[config.mk]
export PLATFORM = sky130hd
export DESIGN_NAME = cwd_config_word_decoder
export DESIGN_NICKNAME = d
export VERILOG_FILES = /design/src/logic/cwd_pkg.sv /design/src/logic/cwd_config_word_decoder.sv
export VERILOG_INCLUDE_DIRS = /design/src /design/src/logic
export SDC_FILE = /design/constraint.sdc
export NUM_CORES = 1
export LEC_CHECK = 0
export BUFFER_PORTS_ARGS = -buffer_cell sky130_fd_sc_hd__buf_2
export CAP_MARGIN = 20
export CELL_PAD_IN_SITES_DETAIL_PLACEMENT = 0
export CELL_PAD_IN_SITES_GLOBAL_PLACEMENT = 2
export CORE_MARGIN = 8
export CORE_UTILIZATION = 28
export DETAILED_ROUTE_END_ITERATION = 16
export GPL_ROUTABILITY_DRIVEN = 0
export PLACE_DENSITY_LB_ADDON = 0.1
export SETUP_SLACK_MARGIN = 0.4
export SYNTH_ARGS = -nofsm -noshare
export SYNTH_HDL_FRONTEND = slang
export SYNTH_SLANG_ARGS = --single-unit
export TNS_END_PERCENT = 100
[constraint.sdc]
create_clock -name clk_sys -period 1.45 [get_ports clk_sys]
set_clock_uncertainty 0.2 [all_clocks]
set_input_delay 0.2175 -clock clk_sys [delete_from_list [all_inputs] [get_ports clk_sys]]
set_output_delay 0.2175 -clock clk_sys [all_outputs]
set_load 0.005 [all_outputs]
[src/logic/cwd_defines.svh]
`ifndef CWD_DEFINES_SVH
`define CWD_DEFINES_SVH
`define CWD_AW 14
`define CWD_DW 14
`define CWD_CFG_ADDR 14'h2007
`define CWD_TEST_BASE 14'h2000
`define CWD_CAL_BASE 14'h2008
`define CWD_CAL_LAST 14'h20FF
`define CWD_USER_LAST 14'h0FFF
`define CWD_ERASED 14'h3FFF
`define CWD_RD_NONE 14'h0000
`define CWD_B_CAL 7
`define CWD_B_PHI 5
`define CWD_B_PLO 4
`define CWD_B_PDLY 3
`define CWD_B_WDOG 2
`define CWD_B_OSC 0
`define CWD_SYNC_IDLE 3'h7
`endif

[src/logic/cwd_pkg.sv]
package cwd_pkg;
	typedef enum logic [1:0] {
		CWD_OSC_XTAL = 2'h1,
		CWD_OSC_INT = 2'h2
	} cwd_osc_type;
endpackage

[src/logic/cwd_config_word_decoder.sv]
// The implementer's own choice: the plain strobed port.
`include "cwd_defines.svh"
module cwd_config_word_decoder (
	// Clock and reset
	input wire logic clk_sys,
	input wire logic rst_b,
	// Programming port
	input wire logic prog_mode,
	input wire logic [`CWD_AW-1:0] addr,
	input wire logic [`CWD_DW-1:0] wdata,
	input wire logic wr,
	input wire logic rd,
	output logic [`CWD_DW-1:0] rdata,
	// Core fetch path
	input wire logic core_fetch,
	input wire logic [`CWD_AW-1:0] core_addr,
	output logic core_fetch_ok,
	// Memory array handshake
	output logic mem_wr,
	output logic mem_rd,
	output logic [`CWD_AW-1:0] mem_addr,
	output logic [`CWD_DW-1:0] mem_wdata,
	input wire logic [`CWD_DW-1:0] mem_rdata,
	// Decoded options
	output logic calib_space_protect,
	output logic prog_space_protect,
	output logic powerup_delay_timer,
	output logic watchdog_counter,
	output logic crystal_resonator_mode,
	output cwd_pkg::cwd_osc_type clock_source_select,
	// Oscillator pins
	input wire logic osc_pin_one,
	input wire logic osc_two_latch,
	output logic osc_pin_one_data,
	output logic osc_pin_two_val,
	output logic osc_pin_two_oe
);
	logic [`CWD_DW-1:0] cfg_r;
	logic [`CWD_DW-1:0] cfg_nxt;
	logic rd_pend_r;
	logic [2:0] pin_sync_r;
	logic in_test, in_cal, in_prog, cfg_hit, prog_ok, cal_wr_ok, wr_ok, rd_ok;

	assign in_test = addr >= `CWD_TEST_BASE;
	assign cfg_hit = addr == `CWD_CFG_ADDR;
	assign in_cal = addr >= `CWD_CAL_BASE && addr <= `CWD_CAL_LAST;
	assign in_prog = addr <= `CWD_USER_LAST;
	assign prog_ok = cfg_r[`CWD_B_PHI] && cfg_r[`CWD_B_PLO];
	assign cal_wr_ok = cfg_r[`CWD_B_CAL];
	assign wr_ok = prog_mode && ((in_prog && prog_ok) || (in_cal && cal_wr_ok) || cfg_hit);
	assign rd_ok = prog_mode && ((in_prog && prog_ok) || (in_test && !cfg_hit));

	// Programmed bits clear; ones never return without erase
	assign cfg_nxt = cfg_r & wdata;

	// Shadow of the stored word, erased until programmed
	always_ff @(posedge clk_sys or negedge rst_b) begin
		if (!rst_b) begin
			cfg_r <= `CWD_ERASED;
		end else if (wr && prog_mode && cfg_hit) begin
			cfg_r <= cfg_nxt;
		end
	end

	// Array access gating
	always_ff @(posedge clk_sys or negedge rst_b) begin
		if (!rst_b) begin
			mem_wr <= 1'b0;
			mem_rd <= 1'b0;
			mem_addr <= `CWD_RD_NONE;
			mem_wdata <= `CWD_RD_NONE;
			rd_pend_r <= 1'b0;
		end else begin
			mem_wr <= wr && wr_ok && !cfg_hit;
			mem_rd <= rd && rd_ok;
			mem_addr <= addr;
			mem_wdata <= wdata;
			rd_pend_r <= rd && prog_mode && cfg_hit;
		end
	end

	// Read data: config word direct, zero for every other address
	always_ff @(posedge clk_sys or negedge rst_b) begin
		if (!rst_b) begin
			rdata <= `CWD_RD_NONE;
		end else if (rd && prog_mode && cfg_hit) begin
			rdata <= cfg_r;
		end else if (rd && rd_ok) begin
			rdata <= `CWD_RD_NONE;
		end else begin
			rdata <= `CWD_RD_NONE;
		end
	end

	// Core may never fetch from test space
	always_ff @(posedge clk_sys or negedge rst_b) begin
		if (!rst_b) begin
			core_fetch_ok <= 1'b0;
		end else begin
			core_fetch_ok <= core_fetch && core_addr < `CWD_TEST_BASE;
		end
	end

	// Decoded options; reserved bits never read
	always_ff @(posedge clk_sys or negedge rst_b) begin
		if (!rst_b) begin
			calib_space_protect <= 1'b0;
			prog_space_protect <= 1'b0;
			powerup_delay_timer <= 1'b0;
			watchdog_counter <= 1'b1;
			crystal_resonator_mode <= 1'b0;
			clock_source_select <= cwd_pkg::CWD_OSC_INT;
		end else begin
			calib_space_protect <= !cfg_r[`CWD_B_CAL];
			prog_space_protect <= !prog_ok;
			powerup_delay_timer <= !cfg_r[`CWD_B_PDLY];
			watchdog_counter <= cfg_r[`CWD_B_WDOG];
			crystal_resonator_mode <= !cfg_r[`CWD_B_OSC];
			clock_source_select <= cfg_r[`CWD_B_OSC] ? cwd_pkg::CWD_OSC_INT
				: cwd_pkg::CWD_OSC_XTAL;
		end
	end

	// Pin one sampled through three stages
	always_ff @(posedge clk_sys or negedge rst_b) begin
		if (!rst_b) begin
			pin_sync_r <= `CWD_SYNC_IDLE;
			osc_pin_one_data <= 1'b1;
		end else begin
			pin_sync_r <= {pin_sync_r[1:0], osc_pin_one};
			// Crystal owns the pin; forced low even while it toggles
			if (!cfg_r[`CWD_B_OSC]) begin
				osc_pin_one_data <= 1'b0;
			end else if (pin_sync_r[2] == pin_sync_r[1]) begin
				osc_pin_one_data <= pin_sync_r[2];
			end
		end
	end

	// Pin two driven only in internal oscillator mode
	always_ff @(posedge clk_sys or negedge rst_b) begin
		if (!rst_b) begin
			osc_pin_two_val <= 1'b0;
			osc_pin_two_oe <= 1'b0;
		end else begin
			osc_pin_two_val <= osc_two_latch;
			osc_pin_two_oe <= cfg_r[`CWD_B_OSC];
		end
	end

	logic unused_ok;
	assign unused_ok = rd_pend_r ^ (^mem_rdata);

	property p_wdog;
		@(posedge clk_sys) disable iff (!rst_b)
		1'b1 |=> watchdog_counter == $past(cfg_r[`CWD_B_WDOG]);
	endproperty
	a_wdog: assert property (p_wdog) else $error("watchdog decode wrong");
	property p_pdly;
		@(posedge clk_sys) disable iff (!rst_b)
		1'b1 |=> powerup_delay_timer != $past(cfg_r[`CWD_B_PDLY]);
	endproperty
	a_pdly: assert property (p_pdly) else $error("powerup decode wrong");
	property p_osc;
		@(posedge clk_sys) disable iff (!rst_b)
		1'b1 |=> crystal_resonator_mode == (clock_source_select == cwd_pkg::CWD_OSC_XTAL);
	endproperty
	a_osc: assert property (p_osc) else $error("clock select mismatch");
	property p_cal;
		@(posedge clk_sys) disable iff (!rst_b)
		wr && in_cal && !cfg_r[`CWD_B_CAL] |=> !mem_wr;
	endproperty
	a_cal: assert property (p_cal) else $error("calibration write leaked");
	property p_prog;
		@(posedge clk_sys) disable iff (!rst_b)
		(wr || rd) && in_prog && !prog_ok |=> !mem_wr && !mem_rd;
	endproperty
	a_prog: assert property (p_prog) else $error("program access leaked");
	property p_test;
		@(posedge clk_sys) disable iff (!rst_b)
		(wr || rd) && !prog_mode |=> !mem_wr && !mem_rd && rdata == `CWD_RD_NONE;
	endproperty
	a_test: assert property (p_test) else $error("access outside programming");
	property p_fetch;
		@(posedge clk_sys) disable iff (!rst_b)
		core_fetch && core_addr >= `CWD_TEST_BASE |=> !core_fetch_ok;
	endproperty
	a_fetch: assert property (p_fetch) else $error("core fetched test space");
	property p_cfgrd;
		@(posedge clk_sys) disable iff (!rst_b)
		rd && prog_mode && cfg_hit |=> rdata == $past(cfg_r);
	endproperty
	a_cfgrd: assert property (p_cfgrd) else $error("config read wrong");
	property p_mono;
		@(posedge clk_sys) disable iff (!rst_b)
		1'b1 |=> (cfg_r & ~$past(cfg_r)) == `CWD_RD_NONE;
	endproperty
	a_mono: assert property (p_mono) else $error("bit returned to one");
	property p_pin2;
		@(posedge clk_sys) disable iff (!rst_b)
		1'b1 |=> osc_pin_two_oe == $past(cfg_r[`CWD_B_OSC]);
	endproperty
	a_pin2: assert property (p_pin2) else $error("pin two enable wrong");
	property p_pin2v;
		@(posedge clk_sys) disable iff (!rst_b)
		1'b1 |=> osc_pin_two_val == $past(osc_two_latch);
	endproperty
	a_pin2v: assert property (p_pin2v) else $error("pin two level wrong");
	property p_pin1;
		@(posedge clk_sys) disable iff (!rst_b)
		!cfg_r[`CWD_B_OSC] |=> !osc_pin_one_data;
	endproperty
	a_pin1: assert property (p_pin1) else $error("pin one read in crystal mode");
	property p_rdz;
		@(posedge clk_sys) disable iff (!rst_b)
		rd && !(prog_mode && cfg_hit) |=> rdata == `CWD_RD_NONE;
	endproperty
	a_rdz: assert property (p_rdz) else $error("read data leaked");
	property p_cfgwr;
		@(posedge clk_sys) disable iff (!rst_b)
		wr && prog_mode && cfg_hit |=> cfg_r == ($past(cfg_r) & $past(wdata));
	endproperty
	a_cfgwr: assert property (p_cfgwr) else $error("config write wrong");
	c_cfgwr: cover property (@(posedge clk_sys) disable iff (!rst_b) wr && prog_mode && cfg_hit);
	c_xtal: cover property (@(posedge clk_sys) disable iff (!rst_b) crystal_resonator_mode);
	c_block: cover property (@(posedge clk_sys) disable iff (!rst_b) rd && in_prog && !prog_ok);
	c_wdoff: cover property (@(posedge clk_sys) disable iff (!rst_b) !watchdog_counter);
	c_pin1: cover property (@(posedge clk_sys) disable iff (!rst_b) osc_pin_one_data);
endmodule

==> results.toml <==
[critical_path]
path_buf_inv = 1
reg2regPathDepth = 3
crit_path_end_kind = "output pin"
critPathKind = "flop to output pin"
cp.required_ps = 1030
slowest_delay_ps = 540
path_delay_family = "flip-flops"
r2r_slack_ps = 100
r2r_end = "mem_rd"
crit_end = "osc_pin_one_data"
critical_path_depth = 1
worstPathMaxFanout = 2
crit_chain = "buf_6"
startpoint = "osc_pin_one_data"
timing.rr.start = "cfg_r[5]"
arrival_ps = 950
worst_setup_path_start_kind = "flop"
cp_slowest_cell = "dfstp_2"

[floorplanning]
initial_core_util_pct = 28.34
die_x_um = 106.3
die-area_um2 = 11300
dieHeight_um = 106.3
row_count = 33
core_um2 = 8051
pin_count = 119

[logic_synthesis]
avgSynthCellArea_um2 = 16.66
syn_inst = 137
synth_warnings = 0
synth_cell_type_count = 23
ys_seq_elements = 71
synth_area_leaders = "dfrtp_1 (56%), dfstp_2 (23%), o31a_1 (5.4%), nor3_2 (4.4%), inv_1 (2.3%)"
synth_area_um2 = 2282
yosysTopAreaCell = "dfrtp_1"
yosysTopAreaCellShare_pct = 55.92
syn-num-nets = 201
ys_seq_area_share_pct = 78.95

[grt]
grt_pass1_wl_um = 9473
antenna_found_initial = 0
gr-usage-met1_pct = 11.76
grt.met3_usage_pct = 4.295
grt_use_total_pct = 10.90
grt_start_max_net_pins = 72
first_global_vias = 1845
grt-busiest-layer = "met2"
grt_overflow = 0
use_met2_pct = 18.01

[sta]
final_hold_viol_count = 0
setup_tns_ps = 0
finalSetupViolations = 0
worst_slew_pin_slew_ps = 331.1
rsz0062_at_grt = "yes"
slew_headroom_pct = 77.76
fin_crit_ps = 1371
post-route-period-util_pct = 94.56
maxSlewViolCount = 0
max_freq_ghz = 0.7293
holdWs_ps = 42.24

[pwr]
p_seq_share_pct = 53.2
leakagePower_nw = 1.792
comb_power_share_pct = 7.9
netSwitchingPower_uw = 814.5
irDropWorstVdd_mv = 0.6075
pwr-share-clk_pct = 39.0
p_int_mw = 3.032
switching_share_pct = 21.17
power_density_nw_per_um2 = 1024

[route]
wl_per_cell_um = 15.58
final_antenna_net_count = 0
vias = 1638
drt_iter0_drc = 39
first_pass_iters = 4
drc = 0
avgViaCountPerCell = 4.136
wl_um = 6171

[final_layout]
nets = 351
drive_gt1_share_pct = 56.36
antenna_cells = 0
fin_util_pct = 46.65
syn2layout_area_growth_pct = 64.58
n_fill_cell = 737

[worst_hold_path]
min_from = "addr[12]"
hp-class = "input pin to flop"

[clock_network]
cts_tree = "built"
htreeDepth = 3
path_clk_slew_ps = 70
cts-buffers-inserted = 9
cts_sinks = 71
clock_latency_ps = 330
cts_buffer_depth = 2
clockRootBuffer = "clkbuf_8"

[run]
cap_viol_max_count = 0

[placed_design]
numPortBuffers = 91
dp_hpwl_um = 3857

[run_status]
status = "finished clean"
-- synth_stat cells, drive strengths merged --
master,number
a21oi,2
and3,1
and4b,1
buf,5
clkbuf,1
dfrtp,51
dfstp,20
inv,14
nand2,4
nand4,1
nor2b,2
nor3,14
nor4,2
o2111ai,1
o21ai,1
o2bb2ai,1
o31a,14
or3,1
or4,1
-- flip-flops by register name (all words and copies together), names as in the netlist --
signal	count
prog_space_protect	1
rdata	14
mem_wr	1
watchdog_counter	1
powerup_delay_timer	1
osc_pin_two_val	1
mem_addr	14
osc_pin_two_oe	1
mem_rd	1
pin_sync_r	3
core_fetch_ok	1
calib_space_protect	1
mem_wdata	14
cfg_r	14
osc_pin_one_data	1
clock_source_select	2
-- worst min-delay path by stage --
stage | slack [ps] | depth (start not counted) | end
CTS | 20 | 3 | mem_rd
global route | 40 | 2 | mem_addr[12]
detailed placement | 70 | 2 | mem_wdata[3]
global placement | 60 | 2 | mem_wdata[3]
floorplan | -280 | 0 | calib_space_protect
finish | 40 | 2 | mem_addr[12]
-- logic make-up (layout without fill, tap and decap cells) --
kind of cell | after synthesis | count (layout) | synth area share [%]
AOI/OAI and AO/OA | 19 | 19 | 6.798
buffers and inverters | 20 | 174 | 4.440
DFF | 71 | 71 | 78.95
and+or+nand+nor | 27 | 27 | 9.814
-- cell usage in the layout (no fill, tap or decap), drive strengths merged, types with 2 or more instances in the layout --
master / Yosys / final
dfrtp: 51 / 51
nor4: 2 / 2
nand2: 4 / 4
o31a: 14 / 14
dlygate4sd3: 0 / 32
a21oi: 2 / 2
clkbuf: 1 / 16
buf: 5 / 110
nor2b: 2 / 2
inv: 14 / 14
nor3: 14 / 14
dfstp: 20 / 20
-- metrics by stage --
step                      setup slack, ps  power [mW]  area (µm²)  std cells
after floorplan                     118.0       2.112        2296        137
after global placement             -157.9       2.297        2952        336
after global routing                35.24       4.031        3756        396
after CTS                           45.21       3.901        3492        386
final                               78.90       3.847        3756        396
after detailed placement           -170.4       2.304        2952        336
-- metal layers --
layer  vias up  routed length (µm)
met2        52                3163
met3         9                 479
met4         0                  87
li1        768                   -
met1       809                2441
met5         -                   0
-- power groups by stage --
stage	combinational (mW)	clock [mW]	sequential, mW
after floorplan	0.0233	0	2.09
after detailed placement	0.223	0	2.08
after global placement	0.218	0	2.08
final	0.303	1.50	2.04
after CTS	0.292	1.56	2.05
after global routing	0.336	1.65	2.05
-- what timing repair did --
action                                 in CTS  in global routing
hold buffers                               33                  0
endpoints found under the hold margin     106                  0
setup buffers                               2                  7
gates cloned                                0                  3
setup endpoints to repair                  85                 88
pin swaps                                   1                 14
gates resized for setup                     3                 30
-- layout make-up --
cell class / count / area (µm²) / area share, %
Sequential cell: 71 / 1802 / 47.97
Timing Repair Buffer: 145 / 1104 / 29.38
Multi-Input combinational cell: 46 / 484.2 / 12.89
Clock buffer: 14 / 152.6 / 4.064
Tap cell: 105 / 131.4 / 3.498
Inverter: 14 / 52.55 / 1.399
Clock inverter: 1 / 30.03 / 0.7995
Power figures use the tool's default switching activity.
